[src/ste_defs.svh]
// constants for the skip, table read and exclusive-or execution block
`ifndef STE_DEFS_SVH
`define STE_DEFS_SVH

// ****************************************
// data widths and fields
// ****************************************
`define STE_BYTE_W     8
`define STE_NIB_W      4
`define STE_BITSEL_W   3
`define STE_PAGE_W     8
`define STE_BYTE_ZERO  8'h00

// ****************************************
// default memory geometry
// ****************************************
`define STE_PM_AW_DEF  12
`define STE_PM_DW_DEF  15
`define STE_DM_AW_DEF  8

`endif

[src/ste_pkg.sv]
// types shared by the execution block and its datapath
package ste_pkg;

  // ****************************************
  // instruction selects from the decoder
  // ****************************************
  typedef enum logic [3:0] {
    ste_op_nop,
    ste_op_nibble_swap_to_working,
    ste_op_skip_on_null,
    ste_op_copy_and_skip_on_null,
    ste_op_skip_on_null_bit,
    ste_op_table_read_current_page,
    ste_op_table_read_last_page,
    ste_op_xor_to_working,
    ste_op_exclusive_or_to_memory,
    ste_op_xor_immediate
  } ste_op_e;

  // ****************************************
  // sequencer states
  // ****************************************
  typedef enum logic [1:0] {
    ste_st_run,
    ste_st_dummy,
    ste_st_tab_addr,
    ste_st_tab_data
  } ste_state_e;

endpackage : ste_pkg

[src/ste_alu_if.sv]
// operands and results between the sequencer and the datapath
`timescale 1ns/1ns
`include "ste_defs.svh"
interface ste_alu_if;
  import ste_pkg::*;
  ste_op_e                  op;
  logic [`STE_BYTE_W-1:0]   wreg;
  logic [`STE_BYTE_W-1:0]   mem_byte;
  logic [`STE_BYTE_W-1:0]   imm;
  logic [`STE_BITSEL_W-1:0] bit_sel;
  logic [`STE_BYTE_W-1:0]   result;
  logic                     null_res;
  logic                     skip;
  logic                     wr_wreg;
  logic                     wr_mem;
  logic                     wr_flag;
  logic                     table_rd;

  modport seq (output op, wreg, mem_byte, imm, bit_sel,
               input  result, null_res, skip, wr_wreg, wr_mem, wr_flag, table_rd);
  modport alu (input  op, wreg, mem_byte, imm, bit_sel,
               output result, null_res, skip, wr_wreg, wr_mem, wr_flag, table_rd);
endinterface : ste_alu_if

[src/ste_alu.sv]
// combinational datapath: results, skip decisions and write enables
`timescale 1ns/1ns
`include "ste_defs.svh"
module ste_alu
  import ste_pkg::*;
(
  // operands in, results out
  ste_alu_if.alu a
);

  // ****************************************
  // zero test on a byte
  // ****************************************
  function automatic logic is_null(input logic [`STE_BYTE_W-1:0] v);
    is_null = (v == `STE_BYTE_ZERO);
  endfunction : is_null

  // ****************************************
  // result selection per instruction
  // ****************************************
  always_comb
  begin
    a.result   = `STE_BYTE_ZERO;
    a.skip     = 1'b0;
    a.wr_wreg  = 1'b0;
    a.wr_mem   = 1'b0;
    a.wr_flag  = 1'b0;
    a.table_rd = 1'b0;
    case (a.op)
      ste_op_nibble_swap_to_working:
      begin
        a.result  = {a.mem_byte[`STE_NIB_W-1:0],
                     a.mem_byte[`STE_BYTE_W-1:`STE_NIB_W]};
        a.wr_wreg = 1'b1;
      end
      ste_op_skip_on_null:
      begin
        a.skip = is_null(a.mem_byte);
      end
      ste_op_copy_and_skip_on_null:
      begin
        a.result  = a.mem_byte;
        a.wr_wreg = 1'b1;
        a.skip    = is_null(a.mem_byte);
      end
      ste_op_skip_on_null_bit:
      begin
        a.skip = ~a.mem_byte[a.bit_sel];
      end
      ste_op_table_read_current_page,
      ste_op_table_read_last_page:
      begin
        a.table_rd = 1'b1;
      end
      ste_op_xor_to_working:
      begin
        a.result  = a.wreg ^ a.mem_byte;
        a.wr_wreg = 1'b1;
        a.wr_flag = 1'b1;
      end
      ste_op_exclusive_or_to_memory:
      begin
        a.result  = a.wreg ^ a.mem_byte;
        a.wr_mem  = 1'b1;
        a.wr_flag = 1'b1;
      end
      ste_op_xor_immediate:
      begin
        a.result  = a.wreg ^ a.imm;
        a.wr_wreg = 1'b1;
        a.wr_flag = 1'b1;
      end
      default:
      begin
        a.result = `STE_BYTE_ZERO;
      end
    endcase
  end

  // null flag of the exclusive-or result
  assign a.null_res = is_null(a.result);

endmodule : ste_alu

[src/ste_exec.sv]
// sequencer for skip, table read and exclusive-or instructions
`timescale 1ns/1ns
`include "ste_defs.svh"

// How it works
// - The nibble swap puts the memory byte with its halves exchanged into the working register.
// - Skip on null flushes the prefetched instruction with one dummy cycle when the byte is zero.
// - Copy and skip on null loads the byte into the working register and skips when it is zero.
// - The bit test skip flushes and adds a dummy cycle when the selected bit is zero.
// - The current page table read writes the word's low byte to memory and its high part to the latch.
// - The last page table read does the same from the final page of program memory.
// - XOR with memory into the working register updates only the null flag.
// - XOR into memory stores the result in the byte and updates only the null flag.
// - XOR with the immediate into the working register updates only the null flag.
module ste_exec
  import ste_pkg::*;
#(
  parameter int PM_AW = `STE_PM_AW_DEF,
  parameter int PM_DW = `STE_PM_DW_DEF,
  parameter int DM_AW = `STE_DM_AW_DEF
)
(
  // clock and reset
  input  wire logic                              mclk,
  input  wire logic                              sys_rst,
  // instruction from the decoder
  input  wire logic                              instr_valid,
  input  wire ste_op_e                           instr_op,
  input  wire logic [DM_AW-1:0]                  instr_addr,
  input  wire logic [`STE_BITSEL_W-1:0]          instr_bit,
  input  wire logic [`STE_BYTE_W-1:0]            instr_imm,
  output logic                                   busy,
  output logic                                   flush,
  // data memory
  input  wire logic [`STE_BYTE_W-1:0]            mem_rdata,
  output logic                                   mem_we,
  output logic [DM_AW-1:0]                       mem_waddr,
  output logic [`STE_BYTE_W-1:0]                 mem_wdata,
  // program memory for table reads
  input  wire logic [PM_AW-`STE_PAGE_W-1:0]      cur_page,
  input  wire logic [`STE_PAGE_W-1:0]            table_pointer,
  input  wire logic [PM_DW-1:0]                  rom_data,
  output logic                                   rom_re,
  output logic [PM_AW-1:0]                       rom_addr,
  // architectural state
  output logic [`STE_BYTE_W-1:0]                 working_register,
  output logic [PM_DW-`STE_BYTE_W-1:0]           table_high_latch,
  output logic                                   null_flag
);

  // ****************************************
  // parameter checks
  // ****************************************
  if (PM_AW <= `STE_PAGE_W)
  begin : g_chk_aw
    $error("program address must be wider than one page");
  end
  if (PM_DW <= `STE_BYTE_W)
  begin : g_chk_dw
    $error("program word must be wider than one byte");
  end
  // an address must select at least one data memory byte
  if (DM_AW < 1)
  begin : g_chk_dm
    $error("data address must have at least one bit");
  end

  // width of the page number and of the high part of a program word
  localparam int PG_W = PM_AW - `STE_PAGE_W;
  localparam int HI_W = PM_DW - `STE_BYTE_W;

  // ****************************************
  // state record
  // ****************************************
  typedef struct packed {
    ste_state_e                 st;
    logic                       busy;
    logic                       flush;
    logic                       mem_we;
    logic [DM_AW-1:0]           mem_waddr;
    logic [`STE_BYTE_W-1:0]     mem_wdata;
    logic                       rom_re;
    logic [PM_AW-1:0]           rom_addr;
    logic [`STE_BYTE_W-1:0]     wreg;
    logic [HI_W-1:0]            tbl_hi;
    logic                       znull;
  } ste_state_s;

  // current and next copy of the whole state
  ste_state_s s_q;
  ste_state_s s_d;

  // ****************************************
  // datapath
  // ****************************************
  ste_alu_if alu_if ();

  ste_alu u_alu (
    .a (alu_if.alu)
  );

  // operands go straight from the decoder, the memory read port and the working register
  assign alu_if.op       = instr_op;
  assign alu_if.wreg     = s_q.wreg;
  assign alu_if.mem_byte = mem_rdata;
  assign alu_if.imm      = instr_imm;
  assign alu_if.bit_sel  = instr_bit;

  // taken only in the run state; while busy the decoder holds its instruction
  logic take;
  assign take = instr_valid && (s_q.st == ste_st_run);

  // ****************************************
  // next state
  // ****************************************
  always_comb
  begin
    s_d        = s_q;
    s_d.flush  = 1'b0;                 // one-cycle pulses
    s_d.mem_we = 1'b0;
    s_d.rom_re = 1'b0;
    case (s_q.st)
      ste_st_run:
      begin
        s_d.busy = 1'b0;
        if (take)
        begin
          if (alu_if.wr_wreg)
          begin
            s_d.wreg = alu_if.result;
          end
          if (alu_if.wr_mem)
          begin
            s_d.mem_we    = 1'b1;
            s_d.mem_waddr = instr_addr;
            s_d.mem_wdata = alu_if.result;
          end
          if (alu_if.wr_flag)
          begin
            s_d.znull = alu_if.null_res;
          end
          if (alu_if.skip)
          begin
            s_d.st    = ste_st_dummy;
            s_d.flush = 1'b1;
            s_d.busy  = 1'b1;
          end
          else if (alu_if.table_rd)
          begin
            s_d.st        = ste_st_tab_addr;
            s_d.busy      = 1'b1;
            s_d.rom_re    = 1'b1;
            s_d.mem_waddr = instr_addr;
            if (instr_op == ste_op_table_read_last_page)
            begin
              s_d.rom_addr = {{PG_W{1'b1}}, table_pointer};
            end
            else
            begin
              s_d.rom_addr = {cur_page, table_pointer};
            end
          end
        end
      end
      ste_st_dummy:
      begin
        s_d.st   = ste_st_run;
        s_d.busy = 1'b0;
      end
      ste_st_tab_addr:
      begin
        s_d.st = ste_st_tab_data;      // memory answers one cycle after rom_re
      end
      ste_st_tab_data:
      begin
        s_d.st        = ste_st_run;
        s_d.busy      = 1'b0;
        s_d.mem_we    = 1'b1;
        s_d.mem_wdata = rom_data[`STE_BYTE_W-1:0];
        s_d.tbl_hi    = rom_data[PM_DW-1:`STE_BYTE_W];
      end
      default:
      begin
        s_d.st   = ste_st_run;
        s_d.busy = 1'b0;
      end
    endcase
  end

  // ****************************************
  // state register
  // ****************************************
  always_ff @(posedge mclk)
  begin
    if (sys_rst)
    begin
      s_q <= '0;
    end
    else
    begin
      s_q <= s_d;
    end
  end

  // ****************************************
  // outputs
  // ****************************************
  // every output comes straight from the state record
  assign busy             = s_q.busy;
  assign flush            = s_q.flush;
  assign mem_we           = s_q.mem_we;
  assign mem_waddr        = s_q.mem_waddr;
  assign mem_wdata        = s_q.mem_wdata;
  assign rom_re           = s_q.rom_re;
  assign rom_addr         = s_q.rom_addr;
  assign working_register = s_q.wreg;
  assign table_high_latch = s_q.tbl_hi;
  assign null_flag        = s_q.znull;

endmodule : ste_exec

[config.mk]
export PLATFORM = sky130hd
export DESIGN_NAME = ste_exec
export DESIGN_NICKNAME = d
export VERILOG_FILES = /design/src/ste_pkg.sv /design/src/ste_alu_if.sv /design/src/ste_alu.sv /design/src/ste_exec.sv
export VERILOG_INCLUDE_DIRS = /design/src
export SDC_FILE = /design/constraint.sdc
export NUM_CORES = 1
export LEC_CHECK = 0
export BUFFER_PORTS_ARGS = -buffer_cell sky130_fd_sc_hd__buf_2
export CELL_PAD_IN_SITES_DETAIL_PLACEMENT = 0
export CELL_PAD_IN_SITES_GLOBAL_PLACEMENT = 1
export CORE_AREA = 2 2 88 107
export CTS_CLUSTER_DIAMETER = 100
export DETAILED_ROUTE_END_ITERATION = 7
export DIE_AREA = 0 0 90 109
export PLACE_DENSITY_LB_ADDON = 0.1
export SKIP_CTS_REPAIR_TIMING = 1
export SLEW_MARGIN = 0
export SYNTH_ARGS = -nofsm -noshare
export SYNTH_HDL_FRONTEND = slang
export SYNTH_SLANG_ARGS = --single-unit
[constraint.sdc]
create_clock -name mclk -period 2.5 [get_ports mclk]
set_input_delay 0.125 -clock mclk [delete_from_list [all_inputs] [get_ports mclk]]
set_output_delay 0.125 -clock mclk [all_outputs]
set_load 0.01 [all_outputs]
After elaboration in Yosys (flattened, before gate mapping). Index checks and enable logic that the tools add are counted.

Register bits after elaboration: 50. Bits of input ports: 61. Output and inout port bits: 48. Logic and storage cells: 76.

Magnitude comparators: 1. Equal/unequal tests: 15. Multiplexer cells: 23. Bitwise operators: 6. Reduce and logical (&&, ||, !) cells: 20.

Operators by type and width (count): two-way mux 42 bit (1); one-hot mux 8 bit (4 select lines) (1); two-way mux 13 bit (2); two-way mux 8 bit (3); two-way mux 17 bit (1); == test 4 x 3 -> 1 bit (second input constant) (4); logical NOT 8 bit (2); one-hot mux 8 bit (2 select lines) (1); XOR 8 bit (2); two-way mux 12 bit (1); AND reduction 3 bit (3); == test 4 x 2 -> 1 bit (second input constant) (2); == test 4 bit (second input constant) (2); OR reduction 2 bit (4); OR reduction 4 bit (2); two-way mux 1 bit (6); two-way mux 3 bit (2); one-hot mux 1 bit (2 select lines) (3); one-hot mux 2 bit (3 select lines) (1); OR reduction 3 bit (2); == test 2 bit (second input constant) (2); == test 4 x 1 -> 1 bit (second input constant) (1); less-than comparator 3 x 4 -> 1 bit (second input constant) (1); != test 2 bit (second input constant) (2); other kinds (9) (14).

Longest topological paths before layout. Gate-level depths: netlist of run 1.

Depth in word-level cells: 8. Gate-level depth with buffers: 8. Mapped depth without buffers: 7.

Hierarchy. A second synthesis of run 1 with hierarchy kept.

Cells, all modules: 319. Area total of the unflattened synthesis: 2980.4 um^2.

By module, submodules not included: ste_exec (times used 1, cells an instance 260, area each 2453.6 um^2, seq. area each 1001.0 um^2); ste_alu (times used 1, cells an instance 59, area each 526.8 um^2, seq. area each 0.0 um^2).

Least setup slack after synthesis of run 1. OpenSTA, ideal clock, no wires.

Path kind: register to register. Start: reg s_q[48] in the netlist's numbering. End: reg s_q (netlist bit mem_wdata[0]). Setup time: 0.078 ns. Arrival: 1.909 ns. Required time: 2.422 ns. Path slack: 0.513 ns. Cell stages (with the launch flop): 9. Buffers on the path: 1. Period minus slack after synthesis: 1.987 ns. Cell sequence: dfxtp_1 > inv_1 > ha_1 > clkbuf_1 > nand2_1 > or3_1 > nor2_1 > a221oi_1 > nor3_1.

Longest elaborated chain between the ends: 4. Elaborated cells between the ends (all ways): 8. Classes of those cells: eq/ne (3); mux (1); reduce/logical (4).

RTL lines: start, declared (line ste_exec.sv:90) `ste_state_s s_q;`; start signal, assigned (line ste_exec.sv:197) `s_q <= '0;`; start signal, assigned (line ste_exec.sv:201) `s_q <= s_d;`; logical NOT 2 bit (line ste_exec.sv:111, ste_exec.sv:122); logical AND 1 bit (line ste_exec.sv:111) `assign take = instr_valid && (s_q.st == ste_st_run);`; != test 2 bit (no line); AND reduction 3 bit (no line).

Several ways; a longest one is shown, not always the timed one. A chain may end at the register's enable or synchronous reset.

Worst setup path in the final report of run 1.
Start: reg s_q[48] in the netlist's numbering. End: reg s_q (netlist bit mem_wdata[4]).

The elaborated chain is that of the path after synthesis.

==> impl_metrics.env, run 1 <==
export IMPL_outcome="finished, final reports clean"
export IMPL_fp_dieArea_sq_mm=0.009810
export IMPL_synth_area_per_cell_sq_um=8.803
export IMPL_crit_path_start="s_q[48]"
export IMPL_drc=0
export IMPL_grt_ovfl_total=0
export IMPL_rsz0062_at_grt="false"
export IMPL_fmax_mhz=444.1
export IMPL_worst_setup_path_end_kind="register"
export IMPL_grt_util_all_layers_pct=14.04
export IMPL_power_leakage_nw=1.485
export IMPL_switchingPower_w=0.0004606
export IMPL_drive_gt1_share_pct=33.42
export IMPL_sequentialPowerShare_pct=51.2
export IMPL_cts_sinks=50
export IMPL_tns_ns=0
export IMPL_drt_iter0_drc=58
export IMPL_reg2regPathDepth=7
export IMPL_synth_xor_area_share_pct=2.879
export IMPL_ys_seq_area_share_pct=36.56
export IMPL_viasPerCell=4.538
export IMPL_synth_mux_area_share_pct=18.01
export IMPL_maxSlewViolCount=0
export IMPL_cp_depth=7
export IMPL_path_cells="inv_1, ha_1, nand2_1, or3_1, o21ai_1, nor2_1, a211oi_1"
export IMPL_finalCritPeriodShare_pct=90.08
export IMPL_synth_edf_count=0
export IMPL_synth_top_family_by_area="multiplexers"
export IMPL_crit_family="simple AND/OR/NAND/NOR gates"
export IMPL_setup_violations=0
export IMPL_synth_compound_area_share_pct=9.095
export IMPL_worstPathMaxFanout=9
export IMPL_ys_warnings_count=0
export IMPL_synth_cell_types=37
export IMPL_yosys_area_top_type="dfxtp_1"
export IMPL_synth_simple_gate_area_share_pct=16.27
export IMPL_synth_top_area_share_pct=36.56
export IMPL_finalClockSkew_ns=0.008882
export IMPL_r2r_end="mem_wdata[4]"
export IMPL_crit_end="mem_wdata[4]"
export IMPL_fp_coreArea_sq_mm=0.008843
export IMPL_timing_rr_start="s_q[48]"
export IMPL_fin_nets=439
export IMPL_layout_cells_non_filler=494
export IMPL_clock_path_buffers=2
export IMPL_clock_tree_root_cell="clkbuf_8"
export IMPL_max_stage_delay_ns=0.45
export IMPL_clk_pin_slew_worst_paths_ns=0.09
export IMPL_fin_area_sq_mm=0.003184
export IMPL_synthesis_area_sq_mm=0.002738
export IMPL_synth_top_cells_by_area="dfxtp_1 (37%), mux2i_1 (17%), buf_4 (12%)"
export IMPL_start_kind="register"
export IMPL_slew_headroom_pct=54.33
export IMPL_path_buf_inv=1
export IMPL_yosys_cell_count_top_type="nor2_1"
export IMPL_die_w_um=90
export IMPL_min_path_cells=3
export IMPL_cap_violations=0
export IMPL_cts_max_level=2
export IMPL_path_class="reg2reg"
export IMPL_cp_slowest_cell="or3_1"
export IMPL_wire_per_inst_um=14.22
export IMPL_fin_crit_ns=2.252
export IMPL_final_hold_viol_count=0
export IMPL_synthesis_nets=377
export IMPL_grt_pass1_wl_um=11040
export IMPL_synth_fa_ha_area_share_pct=2.285
export IMPL_powerDensity_mw_per_mm2=517.4
export IMPL_ys_ff_latch=50
export IMPL_synth_common_cells="nor2_1 (58), dfxtp_1 (50), mux2i_1 (47)"
export IMPL_worst_slew_pin_slew_ns=0.6851
export IMPL_antenna_left=0
export IMPL_area_delta_synth_final_pct=16.32
export IMPL_pwr_share_comb_pct=19.0
export IMPL_async_flop_share_pct=0
export IMPL_grt_max_degree=29
export IMPL_grt_pass1_vias=2225
export IMPL_place_inst=486
export IMPL_finalWirelength_um=7025
export IMPL_cts_buffers=5
export IMPL_synth_cells=311
export IMPL_hp_class="in2reg"
export IMPL_ys_flop_type="dfxtp_1"
export IMPL_cp_arrival_ns=2.47
export IMPL_p_clk_share_pct=29.8
export IMPL_globalplace_congestion=0.8043
export IMPL_worstPathRequired_ns=2.72
export IMPL_antenna_cells=0
export IMPL_start_util_pct=30.96
export IMPL_power_internal_w=0.001187
export IMPL_vias=2242
export IMPL_antenna_found_initial=0
export IMPL_port_buffers=108
export IMPL_die_y_um=109
export IMPL_io_pins=109
export IMPL_switching_share_pct=27.95
export IMPL_drtPass1Iterations=4
export IMPL_vdd_drop_max_mv=0.2197
export IMPL_clock_latency_ns=0.30
export IMPL_r2r_slack_ns=0.25
export IMPL_place_area_sq_mm=0.003093
export IMPL_dp_hpwl_um=5322
export IMPL_cts_tree="built"
export IMPL_num_rows=38
[logic make-up (layout without fill, tap and decap cells)]
kind of cell / after synthesis / count (layout)
and+or+nand+nor: 97 / 97
buffers and inverters: 64 / 127
DFF: 50 / 50
muxes: 48 / 48
AOI/OAI and AO/OA: 38 / 38
xor gates and xnor gates: 9 / 9
adders and majority gates: 5 / 5
[worst reg2reg max path, delay by kind of cell (launching register included)]
family / cells / cell delay, ns
AOI/OAI and AO/OA: 2 / 0.59
DFF: 1 / 0.35
adders and majority gates: 1 / 0.33
and+or+nand+nor: 3 / 0.78
buffers and inverters: 1 / 0.13
[cells in the final DEF, fill, tap and decap left out, types with 2 or more instances in the layout]
cell type / instances
o21ai_1: 3
a221oi_1: 4
clkbuf_8: 6
buf_4: 6
nor4_1: 2
nor2b_1: 2
inv_1: 5
buf_2: 108
nor3_1: 13
mux2i_1: 47
dfxtp_1: 50
xnor2_1: 4
nand2_1: 5
a211oi_1: 9
xor2_1: 5
nand2b_1: 7
ha_1: 5
a21oi_1: 13
nor2_2: 2
o22ai_1: 4
nor2_1: 57
[power by group through the flow]
stage | Clock (W) | Sequential, W | Combinational [W]
6_report | 0.000491 | 0.000844 | 0.000313
5_1_grt | 0.000538 | 0.000848 | 0.000348
4_1_cts | 0.000517 | 0.000844 | 0.000317
3_5_place_dp | 0 | 0.000863 | 0.000315
3_3_place_gp | 0 | 0.000862 | 0.000315
2_1_floorplan | 0 | 0.000860 | 0.000218
[layer usage]
metal,up-vias,global-route usage (%),wire length (um)
li1,1141,-,-
met1,1022,17.17,3204
met2,73,24.22,3242
met3,6,4.077,493
met4,0,3.956,85
met5,-,0,0
[per-stage QoR]
| step | power [W] | setup WS [ns] | utilization [%] | hold WS, ns |
|---|---|---|---|---|
| floorplan | 0.001078 | 0.5127 | - | 0.2689 |
| global placement | 0.001177 | 0.3554 | 34.97 | 0.3555 |
| detailed placement | 0.001178 | 0.2705 | 34.97 | 0.3666 |
| CTS | 0.001678 | 0.2487 | 36.01 | 0.03745 |
| global route | 0.001734 | 0.01175 | 36.01 | 0.05326 |
| finish | 0.001648 | 0.2481 | 36.01 | 0.05099 |
[registers in the layout (all words and copies together), names as in the netlist]
signal / count
busy: 1
flush: 1
mem_waddr: 8
mem_wdata: 8
mem_we: 1
null_flag: 1
rom_addr: 12
rom_re: 1
s_q: 2
table_high_latch: 7
working_register: 8
[how the worst min path moves through the flow]
stage | startpoint | to
3_3_place_gp | instr_addr[2] | mem_waddr[2]
4_1_cts | instr_addr[4] | mem_waddr[4]
3_5_place_dp | instr_addr[2] | mem_waddr[2]
5_1_grt | instr_addr[5] | mem_waddr[5]
6_report | instr_addr[4] | mem_waddr[4]
2_1_floorplan | instr_addr[0] | mem_waddr[0]
[cell type report]
type / instances / area, sq um
Fill cell: 964 / 5659
Multi-Input combinational cell: 197 / 1338
Sequential cell: 50 / 1001
Timing Repair Buffer: 114 / 585.6
Tap cell: 120 / 150.1
Clock buffer: 7 / 86.33
Inverter: 5 / 18.77
Clock inverter: 1 / 5.005
No activity file was read; power rests on OpenSTA's default activity.
==> run 2, diff against run 1 <==
==> constraint.sdc (replaced) <==
create_clock -name mclk -period 2.5 [get_ports mclk]
set_input_delay 0.25 -clock mclk [delete_from_list [all_inputs] [get_ports mclk]]
set_output_delay 0.25 -clock mclk [all_outputs]
set_load 0.01 [all_outputs]
==> run 2 against run 1 <==
Fmax rose by 8.7%. Highest routed layer unchanged. Clock skew fell by 0.00088 ns. Final cell count rose by 0.40%. Register-to-register slack improved by 0.18 ns. Critical path depth did not move. Total power rose by 5.0%.
==> impl_metrics.env, run 2 (synthesis gave the netlist of run 1 again) <==
export IMPL_outcome="finished, final reports clean"
export IMPL_rsz0062_at_grt="false"
export IMPL_path_class="reg2reg"
export IMPL_multi_input_area_sq_mm=0.001338
export IMPL_max_stage_delay_ns=0.55
export IMPL_grt_pass1_vias=2323
export IMPL_fin_hold_ws_ns=0.1687
export IMPL_start_util_pct=30.96
export IMPL_grt_max_degree=39
export IMPL_finalWirelength_um=6903
export IMPL_clock_tree_root_cell="clkbuf_8"
export IMPL_port_buffers=108
export IMPL_crit_family="compound AO/OA/AOI/OAI gates"
export IMPL_clock_latency_ns=0.30
export IMPL_clock_path_buffers=2
export IMPL_grt_pass1_wl_um=11590
export IMPL_slew_headroom_pct=50.59
export IMPL_cap_violations=0
export IMPL_die_w_um=90
export IMPL_fin_nets=441
export IMPL_cts_max_level=2
export IMPL_maxSlewViolCount=0
export IMPL_drive_gt1_share_pct=33.78
export IMPL_path_common_cell="a21oi_1"
export IMPL_vias=2252
export IMPL_powerDensity_mw_per_mm2=537.5
export IMPL_mostFrequentLayoutCells="buf_2 (108), nor2_1 (57), dfxtp_1 (50)"
export IMPL_worst_slew_pin_slew_ns=0.7411
export IMPL_fp_coreArea_sq_mm=0.008843
export IMPL_die_y_um=109
export IMPL_cp_arrival_ns=2.29
export IMPL_worstPathRequired_ns=2.72
export IMPL_final_common_cell="buf_2"
export IMPL_tns_ns=0
export IMPL_fp_dieArea_sq_mm=0.009810
export IMPL_pwr_share_comb_pct=18.3
export IMPL_p_clk_share_pct=33.0
export IMPL_setup_violations=0
export IMPL_final_hold_viol_count=0
export IMPL_sequentialPowerShare_pct=48.8
export IMPL_hp_class="in2reg"
export IMPL_antenna_found_initial=0
export IMPL_switching_share_pct=26.76
export IMPL_cp_slowest_cell="a21oi_1"
export IMPL_drc=0
export IMPL_power_total_w=0.001730
export IMPL_worst_setup_path_end_kind="register"
export IMPL_vdd_drop_max_mv=0.2136
export IMPL_antenna_cells=0
export IMPL_drtPass1Iterations=4
export IMPL_clk_pin_slew_worst_paths_ns=0.10
export IMPL_cts_sinks=50
export IMPL_switchingPower_w=0.0004630
export IMPL_wire_per_inst_um=13.92
export IMPL_path_buf_inv=1
export IMPL_cts_buffers=5
export IMPL_viasPerCell=4.540
export IMPL_grt_util_all_layers_pct=14.61
export IMPL_fin_crit_ns=2.071
export IMPL_drt_iter0_drc=71
export IMPL_globalplace_congestion=0.7864
export IMPL_fill_cells=983
export IMPL_power_leakage_nw=1.497
export IMPL_start_kind="register"
export IMPL_power_internal_w=0.001267
export IMPL_fmax_mhz=482.8
export IMPL_worstPathMaxFanout=9
export IMPL_antenna_left=0
export IMPL_num_rows=38
export IMPL_grt_ovfl_total=0
export IMPL_path_cells="inv_1, ha_1, nand2_1, nor3_1, a21oi_1, a21oi_1, a211oi_1"
export IMPL_register_area_sq_mm=0.001001
export IMPL_finalCritPeriodShare_pct=82.84
export IMPL_largest_reg_flops=12
export IMPL_finalClockSkew_ns=0.008007
export IMPL_area_delta_synth_final_pct=17.55
export IMPL_cts_tree="built"
export IMPL_dp_hpwl_um=5379
export IMPL_io_pins=109
## run 2: metal layers
layer	vias up	track usage, %	part of all wire [%]
met5	-	0	0
met4	0	5.055	1.8
met3	9	4.907	7.0
met2	79	23.90	45
met1	1017	18.13	46
li1	1147	-	-
## run 2: worst paths after layout
kind,depth (start not counted),slack [ns],startpoint,end
max,7,0.43,s_q[49],mem_wdata[3]
min,3,0.17,instr_addr[3],mem_waddr[3]
max reg2reg,7,0.43,s_q[49],mem_wdata[3]
min reg2reg,2,0.46,busy,busy
## run 2: through the flow
stage | setup slack, ns | util, % | area [sq um] | std cells
5_1_grt | 0.1420 | 36.39 | 3218 | 496
3_3_place_gp | 0.3439 | 35.14 | 3108 | 488
4_1_cts | 0.4049 | 36.39 | 3218 | 496
2_1_floorplan | 0.4675 | - | 2738 | 311
3_5_place_dp | 0.2842 | 35.14 | 3108 | 488
6_report | 0.4289 | 36.39 | 3218 | 496
## run 2: area by class of cell
class	count	area share, %
Clock inverter	2	1.166
Tap cell	120	4.666
Timing Repair Buffer	116	18.66
Clock buffer	6	2.255
Sequential cell	50	31.10
Multi-Input combinational cell	197	41.56
Inverter	5	0.5832
## run 2: power by group through the flow
stage	logic (W)	registers (W)	clock network, W
after floorplan	0.000218	0.000860	0
final	0.000316	0.000843	0.000571
after CTS	0.000321	0.000844	0.000609
after global placement	0.000320	0.000862	0
after detailed placement	0.000319	0.000862	0
after global routing	0.000356	0.000849	0.000633
## run 2: worst reg2reg max path: stages (launching register included)
cell and delay (ns):
dfxtp_1 0.43, inv_1 0.10, ha_1 0.20, nand2_1 0.25
nor3_1 0.13, a21oi_1 0.55, a21oi_1 0.08, a211oi_1 0.24
==> run 3, diff against run 2 <==
==> constraint.sdc (replaced) <==
create_clock -name mclk -period 2 [get_ports mclk]
set_input_delay 0.2 -clock mclk [delete_from_list [all_inputs] [get_ports mclk]]
set_output_delay 0.2 -clock mclk [all_outputs]
set_load 0.01 [all_outputs]
==> run 3 against run 2 <==
Clock skew barely moved. Fmax rose by 16%. Core utilization rose by 0.68 points. Final cell count rose by 1.8%. Count of clock-buffer cells in the layout did not move.
==> impl_metrics.env, run 3 (synthesis gave the netlist of run 1 again) <==
export IMPL_hp_class="in2reg"
export IMPL_clk_pin_slew_worst_paths_ns=0.09
export IMPL_clock_tree_root_cell="clkbuf_8"
export IMPL_fp_coreArea_sq_mm=0.008843
export IMPL_antenna_cells=0
export IMPL_die_y_um=109
export IMPL_holdCritStartpoint="instr_addr[4]"
export IMPL_area_delta_synth_final_pct=19.74
export IMPL_finalCritPeriodShare_pct=89.03
export IMPL_globalplace_congestion=0.7973
export IMPL_powerDensity_mw_per_mm2=622.2
export IMPL_worst_slew_pin_slew_ns=0.4193
export IMPL_crit_path_start="s_q[48]"
export IMPL_path_buf_inv=2
export IMPL_grt_max_degree=22
export IMPL_cap_violations=0
export IMPL_grt_ovfl_total=0
export IMPL_cts_buffers=5
export IMPL_slew_headroom_pct=72.05
export IMPL_dp_hpwl_um=5429
export IMPL_antenna_found_initial=0
export IMPL_clock_latency_ns=0.30
export IMPL_cp_slowest_cell="or3_4"
export IMPL_viasPerCell=4.487
export IMPL_drt_iter0_drc=37
export IMPL_antenna_left=0
export IMPL_wire_per_inst_um=13.81
export IMPL_fp_dieArea_sq_mm=0.009810
export IMPL_worst_setup_path_end_kind="register"
export IMPL_timing_rr_start="s_q[48]"
export IMPL_drc=0
export IMPL_rsz0062_at_grt="false"
export IMPL_drtPass1Iterations=4
export IMPL_finalWirelength_um=6974
export IMPL_cts_max_level=2
export IMPL_grt_pass1_wl_um=11480
export IMPL_mostFrequentLayoutCells="buf_2 (108), nor2_1 (57), dfxtp_1 (50)"
export IMPL_fin_area_sq_mm=0.003278
export IMPL_cp_arrival_ns=2.01
export IMPL_path_cells="inv_1, ha_1, nand2_1, or3_4, nor2_1, buf_4, nand2b_1, a211oi_2"
export IMPL_vias=2266
export IMPL_num_rows=38
export IMPL_final_hold_viol_count=0
export IMPL_place_area_sq_mm=0.003183
export IMPL_port_buffers=108
export IMPL_power_total_w=0.002040
export IMPL_crit_family="simple AND/OR/NAND/NOR gates"
export IMPL_max_stage_delay_ns=0.40
export IMPL_clock_path_buffers=2
export IMPL_drive_gt1_share_pct=35.84
export IMPL_start_util_pct=30.96
export IMPL_maxSlewViolCount=0
export IMPL_die_w_um=90
export IMPL_cts_sinks=50
export IMPL_power_leakage_nw=1.539
export IMPL_setup_violations=0
export IMPL_worstPathMaxFanout=8
export IMPL_cts_tree="built"
export IMPL_fin_crit_ns=1.781
export IMPL_outcome="finished, final reports clean"
export IMPL_grt_pass1_vias=2264
export IMPL_worstPathRequired_ns=2.23
export IMPL_io_pins=109
export IMPL_fmax_mhz=561.6
export IMPL_start_kind="register"
export IMPL_fin_nets=451
export IMPL_path_class="reg2reg"
export IMPL_grt_util_all_layers_pct=14.65
export IMPL_finalClockSkew_ns=0.007714
export IMPL_final_common_cell="buf_2"
export IMPL_vdd_drop_max_mv=0.2561
export IMPL_largest_reg_flops=12
-- run 3: changes by cell type in the layout (fill, tap and decap cells not counted) --
cell       delta
bufinv_16     -1
or3_4         +1
nor2_4        +1
a211oi_2      +1
a211oi_1      -1
buf_4        +10
nor2_2        -1
or3_1         -1
-- run 3: power by group --
group	switching, W	total [W]	internal (W)	leakage (nW)
registers	0.0000215	0.00105	0.00103	0.405
logic	0.000222	0.000415	0.000193	1.10
clock network	0.000331	0.000572	0.000241	0.0373
-- run 3: final timing paths --
path | to | slack, ns | cells past startpoint
min reg2reg | busy | 0.46 | 2
max | mem_wdata[6] | 0.22 | 8
min | mem_waddr[4] | 0.12 | 3
max reg2reg | mem_wdata[6] | 0.22 | 8
-- run 3: through the flow --
step	instances	hold WS (ns)	setup TNS (ns)	utilization, %	setup WS (ns)
3_3_place_gp	498	0.4294	0	35.99	0.004480
3_5_place_dp	498	0.4349	-0.05372	35.99	-0.05372
2_1_floorplan	311	0.3439	0	-	0.01265
5_1_grt	505	0.1209	0	37.07	0.01371
6_report	505	0.1211	0	37.07	0.2195
4_1_cts	505	0.1118	0	36.90	0.03613
-- run 3: per-layer routing --
layer  vias to the layer above  part of all wire, %  GRT usage, %
met1                      1011                   47         18.57
met4                         0                  2.2         5.824
met5                         -                    0             0
li1                       1170                    -             -
met3                         9                  6.7         4.492
met2                        76                   44         23.42
-- run 3: final cells by class --
type                            instances  area (sq um)
Sequential cell                        50          1001
Timing Repair Buffer                  126         675.6
Fill cell                             982          5565
Clock buffer                            6         72.57
Tap cell                              120         150.1
Multi-Input combinational cell        197          1353
Clock inverter                          1         7.507
Inverter                                5         18.77
-- run 3: worst reg2reg max path, stage by stage, from the launching register on --
cell and delay [ns]:
dfxtp_1 0.33, inv_1 0.12, ha_1 0.19, nand2_1 0.14, or3_4 0.40, nor2_1 0.09
buf_4 0.16, nand2b_1 0.10, a211oi_2 0.17
